$ cat src/hdl/lfsrs_cfg.svh
// Constants for the panel frame-start row select block
`ifndef LFSRS_CFG_SVH
`define LFSRS_CFG_SVH
// Indices on the indexed register port
`define LFSRS_IDX_ROW_ONE 8'h02
`define LFSRS_IDX_ROW_TWO 8'h03
`define LFSRS_IDX_ROW_THREE 8'h04
`define LFSRS_IDX_ROW_FOUR 8'h05
`define LFSRS_IDX_OVERFLOW 8'h06
`define LFSRS_IDX_SIGNAL_CTL 8'h07
`define LFSRS_IDX_SIZE_CTL 8'h09
`define LFSRS_IDX_EXP_ROW 8'h0c
`define LFSRS_IDX_EXP_OVF 8'h0e
`define LFSRS_IDX_EXPAND_CENTER 8'h2d
`define LFSRS_IDX_SECOND_EXPAND 8'h2e
// Storage slots inside the register file
`define LFSRS_NUM_SLOTS 11
`define LFSRS_SLOT_ROW_ONE 4'h0
`define LFSRS_SLOT_ROW_TWO 4'h1
`define LFSRS_SLOT_ROW_THREE 4'h2
`define LFSRS_SLOT_ROW_FOUR 4'h3
`define LFSRS_SLOT_OVERFLOW 4'h4
`define LFSRS_SLOT_SIGNAL_CTL 4'h5
`define LFSRS_SLOT_SIZE_CTL 4'h6
`define LFSRS_SLOT_EXP_ROW 4'h7
`define LFSRS_SLOT_EXP_OVF 4'h8
`define LFSRS_SLOT_EXPAND_CENTER 4'h9
`define LFSRS_SLOT_SECOND_EXPAND 4'ha
// Reset value of every register
`define LFSRS_REG_RST 8'h00
// Field positions
`define LFSRS_UNLOCK_BIT 7
`define LFSRS_EXPAND_BIT 1
`define LFSRS_CENTER_BIT 0
`define LFSRS_GFX_EXP_BIT 1
`define LFSRS_TXT_EXP_BIT 0
`define LFSRS_TWO_LINE_BIT 3
`define LFSRS_SIZE_LSB 2
`define LFSRS_OVF_ONE_LSB 6
`define LFSRS_OVF_TWO_LSB 4
`define LFSRS_OVF_THREE_LSB 2
`define LFSRS_OVF_FOUR_LSB 0
`define LFSRS_EXP_OVF_LSB 0
// Field encodings
`define LFSRS_SIZE_800 2'h1
`define LFSRS_RES_480 2'h3
`define LFSRS_RES_350 2'h2
`define LFSRS_RES_400 2'h1
`define LFSRS_RES_600 2'h0
`endif

$ cat src/hdl/lfsrs_pkg.sv
// Types shared by the panel frame-start row select block
`default_nettype none
package lfsrs_pkg;
  // One access on the indexed register port
  typedef struct packed {
    logic wr;
    logic rd;
    logic [7:0] index;
    logic [7:0] wdata;
  } lfsrs_io_req_t;
  // Display timing marks, one-cycle pulses
  typedef struct packed {
    logic frame_start;
    logic line_start;
  } lfsrs_timing_t;
  // Register contents needed by the row selector
  typedef struct packed {
    logic [7:0] row_one;
    logic [7:0] row_two;
    logic [7:0] row_three;
    logic [7:0] row_four;
    logic [7:0] overflow;
    logic [7:0] exp_row;
    logic [7:0] exp_ovf;
    logic [7:0] expand_center;
    logic [7:0] second_expand;
    logic [7:0] size_ctl;
  } lfsrs_regs_t;
  typedef logic [9:0] lfsrs_row_t;
  // Pulse shaper states, Gray along idle, first line, second line
  typedef enum logic [1:0] {
    LFSRS_IDLE = 2'b00,
    LFSRS_LINE_A = 2'b01,
    LFSRS_LINE_B = 2'b11
  } lfsrs_state_t;
endpackage
`default_nettype wire

$ cat src/hdl/lfsrs_regfile.sv
// Byte register file with registered read data
`timescale 1ns/1ns
`default_nettype none
`include "lfsrs_cfg.svh"
module lfsrs_regfile (
  input wire logic clk_in,
  input wire logic rst_b_in,
  input wire logic wr_en_in,
  input wire logic [3:0] wr_slot_in,
  input wire logic [7:0] wdata_in,
  input wire logic rd_en_in,
  input wire logic rd_hit_in,
  input wire logic [3:0] rd_slot_in,
  output logic [7:0] rdata_out,
  output logic [`LFSRS_NUM_SLOTS*8-1:0] all_regs_out
);
  logic [7:0] nxt_rdata;
  logic [7:0] rdata_ff;
  logic [7:0] store [`LFSRS_NUM_SLOTS];

  // One byte per slot, cleared at reset
  genvar g;
  for (g = 0; g < `LFSRS_NUM_SLOTS; g++) begin : g_slot
    logic [7:0] nxt_byte;
    logic [7:0] byte_ff;
    always_comb begin
      nxt_byte = byte_ff;
      if (wr_en_in && wr_slot_in == 4'(g)) begin
        nxt_byte = wdata_in;
      end
    end
    always_ff @(posedge clk_in or negedge rst_b_in) begin
      if (!rst_b_in) begin
        byte_ff <= `LFSRS_REG_RST;
      end else begin
        byte_ff <= nxt_byte;
      end
    end
    assign store[g] = byte_ff;
    assign all_regs_out[g*8 +: 8] = byte_ff;
  end

  // Read data held until the next read; misses answer zero
  always_comb begin
    nxt_rdata = rdata_ff;
    if (rd_en_in) begin
      nxt_rdata = rd_hit_in ? store[rd_slot_in] : 8'h00;
    end
  end

  always_ff @(posedge clk_in or negedge rst_b_in) begin
    if (!rst_b_in) begin
      rdata_ff <= 8'h00;
    end else begin
      rdata_ff <= nxt_rdata;
    end
  end

  assign rdata_out = rdata_ff;
endmodule
`default_nettype wire

$ cat src/hdl/lfsrs_row_select.sv
// Picks the active 10-bit frame-start row from panel mode and resolution
`timescale 1ns/1ns
`default_nettype none
`include "lfsrs_cfg.svh"
module lfsrs_row_select (
  input wire lfsrs_pkg::lfsrs_regs_t regs_in,
  input wire logic [1:0] misc_res_in,
  input wire logic graphics_mode_in,
  output lfsrs_pkg::lfsrs_row_t pos_out,
  output logic valid_out
);
  import lfsrs_pkg::*;
  logic is_800;
  logic exp_640;
  logic exp_800;
  logic center;
  lfsrs_row_t row_one_full;
  lfsrs_row_t res_pick;

  // Panel size and expansion sources differ per panel size
  assign is_800 = regs_in.size_ctl[`LFSRS_SIZE_LSB +: 2] == `LFSRS_SIZE_800;
  assign exp_640 = regs_in.expand_center[`LFSRS_EXPAND_BIT];
  assign exp_800 = graphics_mode_in ? regs_in.second_expand[`LFSRS_GFX_EXP_BIT] :
                   regs_in.second_expand[`LFSRS_TXT_EXP_BIT];
  assign center = regs_in.expand_center[`LFSRS_CENTER_BIT];
  assign row_one_full = {regs_in.overflow[`LFSRS_OVF_ONE_LSB +: 2], regs_in.row_one};

  // Resolution picks one of the four rows when centering without expansion
  always_comb begin
    case (misc_res_in)
      `LFSRS_RES_480: res_pick = row_one_full;
      `LFSRS_RES_350: res_pick = {regs_in.overflow[`LFSRS_OVF_TWO_LSB +: 2],
                                  regs_in.row_two};
      `LFSRS_RES_400: res_pick = {regs_in.overflow[`LFSRS_OVF_THREE_LSB +: 2],
                                  regs_in.row_three};
      default: res_pick = {regs_in.overflow[`LFSRS_OVF_FOUR_LSB +: 2],
                           regs_in.row_four};
    endcase
  end

  // Undefined combinations select nothing, so no pulse is produced
  always_comb begin
    pos_out = res_pick;
    valid_out = 1'b0;
    if (is_800 && exp_800) begin
      valid_out = 1'b1;
      if (misc_res_in == `LFSRS_RES_350) begin
        pos_out = {regs_in.exp_ovf[`LFSRS_EXP_OVF_LSB +: 2], regs_in.exp_row};
      end else begin
        pos_out = row_one_full;
      end
    end else if (!is_800 && exp_640) begin
      pos_out = row_one_full;
      valid_out = 1'b1;
    end else if (center && !(is_800 ? exp_800 : exp_640)) begin
      valid_out = 1'b1;
    end
  end
endmodule
`default_nettype wire

$ cat src/hdl/lfsrs_frame_start.sv
// Panel frame-start row select: register port, row choice, pulse shaper
// Functional notes
// - Panel row registers respond only while the unlock bit is set.
// - Each row is eight low bits plus two overflow bits, ten total.
// - The chosen row counts scanlines after the CRT frame start.
// - Small panel, no expansion, centering, resolution 11 uses row one.
// - Small panel with expansion on uses row one for every resolution.
// - Large panel with expansion uses row one unless resolution is 10.
// - Large panel expanded 350-line mode uses the separate expanded row pair.
// - No expansion, centering, resolution 10 uses row two for either panel.
// - Resolution 01 picks row three, 00 picks row four when centering.
// - Panel-size field value 01 means the large panel.
// - Large panel expansion follows graphics or text expansion bit by mode.
// - Every row register bit is read/write and clears at reset.
// - Output is one line wide, or two lines wide when selected.
`timescale 1ns/1ns
`default_nettype none
`include "lfsrs_cfg.svh"
module lfsrs_frame_start (
  input wire logic clk_in,
  input wire logic rst_b_in,
  input wire lfsrs_pkg::lfsrs_io_req_t io_req_in,
  output logic [7:0] io_rdata_out,
  input wire logic [1:0] misc_res_in,
  input wire logic graphics_mode_in,
  input wire lfsrs_pkg::lfsrs_timing_t timing_in,
  output logic panel_frame_start_pulse_out
);
  import lfsrs_pkg::*;

  logic [3:0] slot;
  logic mapped;
  logic panel_reg;
  logic unlock;
  logic hit;
  logic [`LFSRS_NUM_SLOTS*8-1:0] flat_regs;
  lfsrs_regs_t regs;
  lfsrs_row_t sel_pos;
  logic sel_valid;
  logic two_line;
  lfsrs_row_t nxt_line;
  lfsrs_row_t line_ff;
  logic line_edge;
  logic trigger;
  lfsrs_state_t nxt_state;
  lfsrs_state_t state_ff;
  logic nxt_pulse;
  logic pulse_ff;

  // Index decode; only the two expansion controls sit outside the lock
  always_comb begin
    slot = `LFSRS_SLOT_ROW_ONE;
    mapped = 1'b1;
    panel_reg = 1'b1;
    if (io_req_in.index == `LFSRS_IDX_ROW_ONE) begin
      slot = `LFSRS_SLOT_ROW_ONE;
    end else if (io_req_in.index == `LFSRS_IDX_ROW_TWO) begin
      slot = `LFSRS_SLOT_ROW_TWO;
    end else if (io_req_in.index == `LFSRS_IDX_ROW_THREE) begin
      slot = `LFSRS_SLOT_ROW_THREE;
    end else if (io_req_in.index == `LFSRS_IDX_ROW_FOUR) begin
      slot = `LFSRS_SLOT_ROW_FOUR;
    end else if (io_req_in.index == `LFSRS_IDX_OVERFLOW) begin
      slot = `LFSRS_SLOT_OVERFLOW;
    end else if (io_req_in.index == `LFSRS_IDX_SIGNAL_CTL) begin
      slot = `LFSRS_SLOT_SIGNAL_CTL;
    end else if (io_req_in.index == `LFSRS_IDX_SIZE_CTL) begin
      slot = `LFSRS_SLOT_SIZE_CTL;
    end else if (io_req_in.index == `LFSRS_IDX_EXP_ROW) begin
      slot = `LFSRS_SLOT_EXP_ROW;
    end else if (io_req_in.index == `LFSRS_IDX_EXP_OVF) begin
      slot = `LFSRS_SLOT_EXP_OVF;
    end else if (io_req_in.index == `LFSRS_IDX_EXPAND_CENTER) begin
      slot = `LFSRS_SLOT_EXPAND_CENTER;
      panel_reg = 1'b0;
    end else if (io_req_in.index == `LFSRS_IDX_SECOND_EXPAND) begin
      slot = `LFSRS_SLOT_SECOND_EXPAND;
      panel_reg = 1'b0;
    end else begin
      mapped = 1'b0;
      panel_reg = 1'b0;
    end
  end

  // Locked panel registers read as zero and drop writes
  assign unlock = regs.expand_center[`LFSRS_UNLOCK_BIT];
  assign hit = mapped && (!panel_reg || unlock);

  // Storage for every byte register, reset to zero
  lfsrs_regfile u_regfile (
    .clk_in(clk_in),
    .rst_b_in(rst_b_in),
    .wr_en_in(io_req_in.wr && hit),
    .wr_slot_in(slot),
    .wdata_in(io_req_in.wdata),
    .rd_en_in(io_req_in.rd),
    .rd_hit_in(hit),
    .rd_slot_in(slot),
    .rdata_out(io_rdata_out),
    .all_regs_out(flat_regs)
  );

  // Unpack slots into named fields
  always_comb begin
    regs.row_one = flat_regs[`LFSRS_SLOT_ROW_ONE*8 +: 8];
    regs.row_two = flat_regs[`LFSRS_SLOT_ROW_TWO*8 +: 8];
    regs.row_three = flat_regs[`LFSRS_SLOT_ROW_THREE*8 +: 8];
    regs.row_four = flat_regs[`LFSRS_SLOT_ROW_FOUR*8 +: 8];
    regs.overflow = flat_regs[`LFSRS_SLOT_OVERFLOW*8 +: 8];
    regs.exp_row = flat_regs[`LFSRS_SLOT_EXP_ROW*8 +: 8];
    regs.exp_ovf = flat_regs[`LFSRS_SLOT_EXP_OVF*8 +: 8];
    regs.expand_center = flat_regs[`LFSRS_SLOT_EXPAND_CENTER*8 +: 8];
    regs.second_expand = flat_regs[`LFSRS_SLOT_SECOND_EXPAND*8 +: 8];
    regs.size_ctl = flat_regs[`LFSRS_SLOT_SIZE_CTL*8 +: 8];
  end

  assign two_line = flat_regs[`LFSRS_SLOT_SIGNAL_CTL*8 + `LFSRS_TWO_LINE_BIT];

  // Row choice from panel size, expansion, centering and resolution
  lfsrs_row_select u_select (
    .regs_in(regs),
    .misc_res_in(misc_res_in),
    .graphics_mode_in(graphics_mode_in),
    .pos_out(sel_pos),
    .valid_out(sel_valid)
  );

  // Scanline count; CRT frame start is line zero
  always_comb begin
    nxt_line = line_ff;
    if (timing_in.frame_start) begin
      nxt_line = 10'h000;
    end else if (timing_in.line_start) begin
      nxt_line = line_ff + 10'h001;
    end
  end

  always_ff @(posedge clk_in or negedge rst_b_in) begin
    if (!rst_b_in) begin
      line_ff <= 10'h000;
    end else begin
      line_ff <= nxt_line;
    end
  end

  // Compare against the new line so the pulse aligns with its start
  assign line_edge = timing_in.frame_start || timing_in.line_start;
  assign trigger = line_edge && sel_valid && (nxt_line == sel_pos);

  // Shaper holds the output for one or two whole lines
  always_comb begin
    nxt_state = state_ff;
    nxt_pulse = pulse_ff;
    case (state_ff)
      LFSRS_IDLE: begin
        if (trigger) begin
          nxt_state = LFSRS_LINE_A;
          nxt_pulse = 1'b1;
        end
      end
      LFSRS_LINE_A: begin
        if (trigger) begin
          nxt_state = LFSRS_LINE_A;
        end else if (timing_in.frame_start) begin
          nxt_state = LFSRS_IDLE;
          nxt_pulse = 1'b0;
        end else if (timing_in.line_start) begin
          if (two_line) begin
            nxt_state = LFSRS_LINE_B;
          end else begin
            nxt_state = LFSRS_IDLE;
            nxt_pulse = 1'b0;
          end
        end
      end
      LFSRS_LINE_B: begin
        if (trigger) begin
          nxt_state = LFSRS_LINE_A;
        end else if (line_edge) begin
          nxt_state = LFSRS_IDLE;
          nxt_pulse = 1'b0;
        end
      end
      default: begin
        nxt_state = LFSRS_IDLE;
        nxt_pulse = 1'b0;
      end
    endcase
  end

  // A frame start mid-pulse restarts cleanly rather than stretching it
  always_ff @(posedge clk_in or negedge rst_b_in) begin
    if (!rst_b_in) begin
      state_ff <= LFSRS_IDLE;
      pulse_ff <= 1'b0;
    end else begin
      state_ff <= nxt_state;
      pulse_ff <= nxt_pulse;
    end
  end

  assign panel_frame_start_pulse_out = pulse_ff;

  logic p_is_800;
  logic p_exp_800;
  assign p_is_800 = regs.size_ctl[`LFSRS_SIZE_LSB +: 2] == `LFSRS_SIZE_800;
  assign p_exp_800 = graphics_mode_in ? regs.second_expand[`LFSRS_GFX_EXP_BIT] :
                     regs.second_expand[`LFSRS_TXT_EXP_BIT];
endmodule
`default_nettype wire

$ cat config.mk
export PLATFORM = sky130hd
export DESIGN_NAME = lfsrs_frame_start
export DESIGN_NICKNAME = d
export VERILOG_FILES = /design/src/hdl/lfsrs_pkg.sv /design/src/hdl/lfsrs_regfile.sv /design/src/hdl/lfsrs_row_select.sv /design/src/hdl/lfsrs_frame_start.sv
export VERILOG_INCLUDE_DIRS = /design/src /design/src/hdl
export SDC_FILE = /design/constraint.sdc
export NUM_CORES = 1
export LEC_CHECK = 0
export ABC_AREA = 1
export BUFFER_PORTS_ARGS = -buffer_cell sky130_fd_sc_hd__buf_2
export CAP_MARGIN = 20
export CELL_PAD_IN_SITES_DETAIL_PLACEMENT = 0
export CELL_PAD_IN_SITES_GLOBAL_PLACEMENT = 1
export CORE_UTILIZATION = 49
export CTS_BUF_LIST = sky130_fd_sc_hd__clkbuf_4 sky130_fd_sc_hd__clkbuf_8
export DETAILED_ROUTE_END_ITERATION = 12
export GPL_TIMING_DRIVEN = 0
export PLACE_DENSITY = 0.86
export SETUP_SLACK_MARGIN = 0.05
export SYNTH_ARGS = -nofsm -noshare
export SYNTH_HDL_FRONTEND = slang
export SYNTH_HIERARCHICAL = 1
export SYNTH_SLANG_ARGS = --single-unit
$ cat constraint.sdc
create_clock -name clk_in -period 5.9 [get_ports clk_in]
set_input_delay 0.59 -clock clk_in [delete_from_list [all_inputs] [get_ports clk_in]]
set_output_delay 0.59 -clock clk_in [all_outputs]
set_load 0.05 [all_outputs]
==> results.md <==
* Die Ht at 118 um
* CTS tree: done
* Yosys cell types at 34
* Slowest cell on crit path: a211oi_1
* Vias at 5998
* Multiplexer share of the synthesized area at 0%
* Detailed Place HPWL at 13.9 mm
* FF-to-FF path depth at 21
* Top_reg_cell synth: dfrtp_1
* Busiest grt layer: met2
* Sw power at 512 uW
* Finished Layout Cells at 1209
* Synth Area in Simple Gates at 35.6%
* Pin count of the biggest net entering global routing at 73
* Via density per instance at 4.96
* CORE AREA at 12800 sq um
* CP max FO at 10
* Cell count after synthesis at 989
* Post-synth EDFFs at 0
* Stages on the worst setup path at 17
* Critical Path End Type: flip-flop
* First-pass GRT wire length at 30.6 mm
* Async SR Flop Fraction at 100%
* Row cnt at 41
* Tcrit/Tclk final at 52.2%
* Run status: finished clean
* Worst Setup SP: io_req_in[15]
* #FFs+latches synth at 109
* Most common library cell in the layout ignoring fill and taps: nand2_1
* Final WS setup at 2.82 ns
* Largest stage delay, worst path at 0.66 ns
* Post-CTS setup buffer count at 0
* Area Growth Syn to Fin at 9.68%
* Peak Freq at 325 MHz
* Met1 Resource Use GR at 41.4%
* Setup_tns at 0 ns
* Post-Syn Area per Cell at 6.63 sq um
* Synth Area in Compound Gates at 10.1%
* Crit-path most repeated cell: nand2_1
* TritonRoute pass-1 iters at 5
* Comb pwr share at 18.7%
* Final Wtd Congestion at 0.936
* Share of layout cells above drive strength 1 at 9.16%
* Boundary Pins at 34
* Commonest cells after routing, fill and taps aside: nand2_1, inv_1, dfrtp_1
* RSZ-0062 raised after global routing: no
* Die width at 118 um
* Clock Sinks at 109
* Met3 usage at 2.86%
* CTS Hold Buffers Added at 0
* CP Buf/Inv Count at 4
* Largest family of logic cells by synthesized area: simple AND/OR/NAND/NOR gates
* Initial Utilization at 51.1%
* Synth Area in XOR/XNOR at 0%
* Fin crit period at 3.08 ns
* Slew @ Worst Pin at 0.820 ns
* Net Count, Synth at 1015
* Filler Cell Count at 1331
* Crit path kind: input pin to flip-flop
* Clk buf depth at 2
* Post-route cell area at 7190 sq um
* Synth Cell Area at 6550 sq um
* Arrival @ worst endpoint at 3.37 ns
* Max Slew Vio Count at 0
* PostCTS Resize Cnt at 0
* DP Cell Count at 1193
* Sequential area share after synthesis at 41.6%
* Hold crit path type: input pin to async pin
* Worst skew pair latency at 0.39 ns
* Total CTS buffers at 9
* WL per Instance at 15.3 um
* Final Skew at 0.0111 ns
* Sw frac at 31.2%
* Min Hold Slack at 0.148 ns
* Setup violators final at 0
* Peak supply drop at 0.169 mV
* Initial DRC Count at 574
* Clock share of power at 32.8%
* WP data required at 6.19 ns
* Sequential fraction of design power at 48.5%
* Final #Nets at 1058
* Power per cell area at 229 nW/um^2
* Overall routed net length at 18.5 mm
* Leakage at 0.00385 uW
* Crit path launch type: input pin
* Total track usage at 28.6%
* Internal power at 1130 uW
* Gr ovfl total at 0
* Reg2reg start: u_regfile/g_slot[6].byte_ff[2]
* Cell family with most CP delay: simple AND/OR/NAND/NOR gates
* Hold Fails Final Rpt at 0
* Pre-CTS WS at 2.44 ns
* Area after DPL at 6950 sq um
* DRC viols at 0
* H-tree level count at 3
* Worst slew margin at 45.0%
* Critical path, cell by cell: buf_2 -> nor2_1 -> nand2_1 -> nor2_1 -> a31oi_1 -> nand2_1 -> a21oi_1 -> a211oi_1 -> buf_2 -> inv_1 -> buf_4 -> nand2_1 -> nand3_1 -> nand3_1 -> nand2_1 -> nand2_1 -> nand2_1
* Vias in the first global route at 5721
* Final ANT Viol Nets at 0
* Diodes inserted at 0
* Grt met2 use at 44.2%
* Initial antenna violation count at 0
* Die area at 13800 sq um
* Slack of the worst reg-to-reg path at 3.66 ns
* Clock Root Buffer: clkbuf_8
* CTS clk-pin slew, worst paths at 0.12 ns
* Yosys warning count at 6
* Synth Area in Adders at 0.191%
* Port Buffer Count at 31
* Max-Cap Viols at 0
==> registers in the layout (all words and copies together), names as in the netlist <==
signal / count
u_regfile/g_slot.byte_ff: 88
u_regfile/rdata_out: 8
state_ff: 2
panel_frame_start_pulse_out: 1
line_ff: 10
==> Yosys cell counts, types with 2 or more instances <==
master / n / area share, %
nand3b_1: 2 / 0.23
nor2_2: 3 / 0.29
buf_4: 4 / 0.46
nand3_2: 2 / 0.31
dfrtp_1: 109 / 42
o21ai_0: 96 / 7.3
nor2_4: 5 / 0.86
nor2_1: 57 / 3.3
clkbuf_1: 4 / 0.23
a22oi_1: 2 / 0.23
inv_1: 158 / 9.1
and2_1: 2 / 0.19
nand2_2: 5 / 0.48
nand4_1: 9 / 0.86
o22ai_1: 8 / 0.76
buf_6: 7 / 1.2
clkinv_1: 2 / 0.11
nand2_1: 391 / 22
buf_2: 16 / 1.2
a21oi_1: 6 / 0.46
o21ai_1: 10 / 0.76
nand3_1: 79 / 6.0
==> kinds of logic (layout without fill, tap and decap cells) <==
group	after synthesis	in the layout
compound gates	127	127
buf+inv	193	241
simple gates	559	559
fa+ha+maj	1	1
flops	109	109
==> worst reg2reg max path, delay by kind of cell (launching register included) <==
| kind | cells | cell delay [ns] |
|---|---|---|
| simple gates | 17 | 1.26 |
| flops | 1 | 0.43 |
| buf+inv | 4 | 0.43 |
==> worst paths after layout <==
| path | end |
|---|---|
| worst max-delay path | u_regfile/rdata_out[3] |
| worst min-delay path | line_ff[1] |
| worst max register to register | panel_frame_start_pulse_out |
| worst min register to register | u_regfile/rdata_out[7] |
| max in group asynchronous | u_regfile/g_slot[2].byte_ff[0] |
| min in group clk_in | u_regfile/g_slot[10].byte_ff[7] |
==> metrics by stage <==
step	power, uW	utilization, %
floorplan	1010	-
detailed placement	1120	54.2
finish	1640	56.0
global route	1730	56.0
global placement	1110	54.0
CTS	1660	56.0
==> cell type report <==
class	count	area (sq um)	share of cell area, %
Sequential cell	109	2730	38.0
Tap cell	172	215	2.99
Clock buffer	11	145	2.02
Multi-Input combinational cell	687	3010	41.9
Inverter	162	611	8.50
Timing Repair Buffer	32	185	2.58
Clock inverter	5	88.8	1.24
Buffer	31	204	2.84
==> layer usage <==
metal | wire, um | up-vias | share of wire (%)
met5 | 0 | - | 0
met4 | 480 | 0 | 2.6
met3 | 835 | 29 | 4.5
met2 | 8150 | 134 | 44
met1 | 9080 | 2699 | 49
li1 | - | 3136 | -
==> power groups by stage <==
stage          logic [uW]  clock network [uW]  registers [uW]
6_report              308                 539             797
5_1_grt               351                 576             801
4_1_cts               308                 551             796
3_5_place_dp          308                   0             810
3_3_place_gp          301                   0             810
2_1_floorplan         193                   0             818
Power figures use the tool's default switching activity.
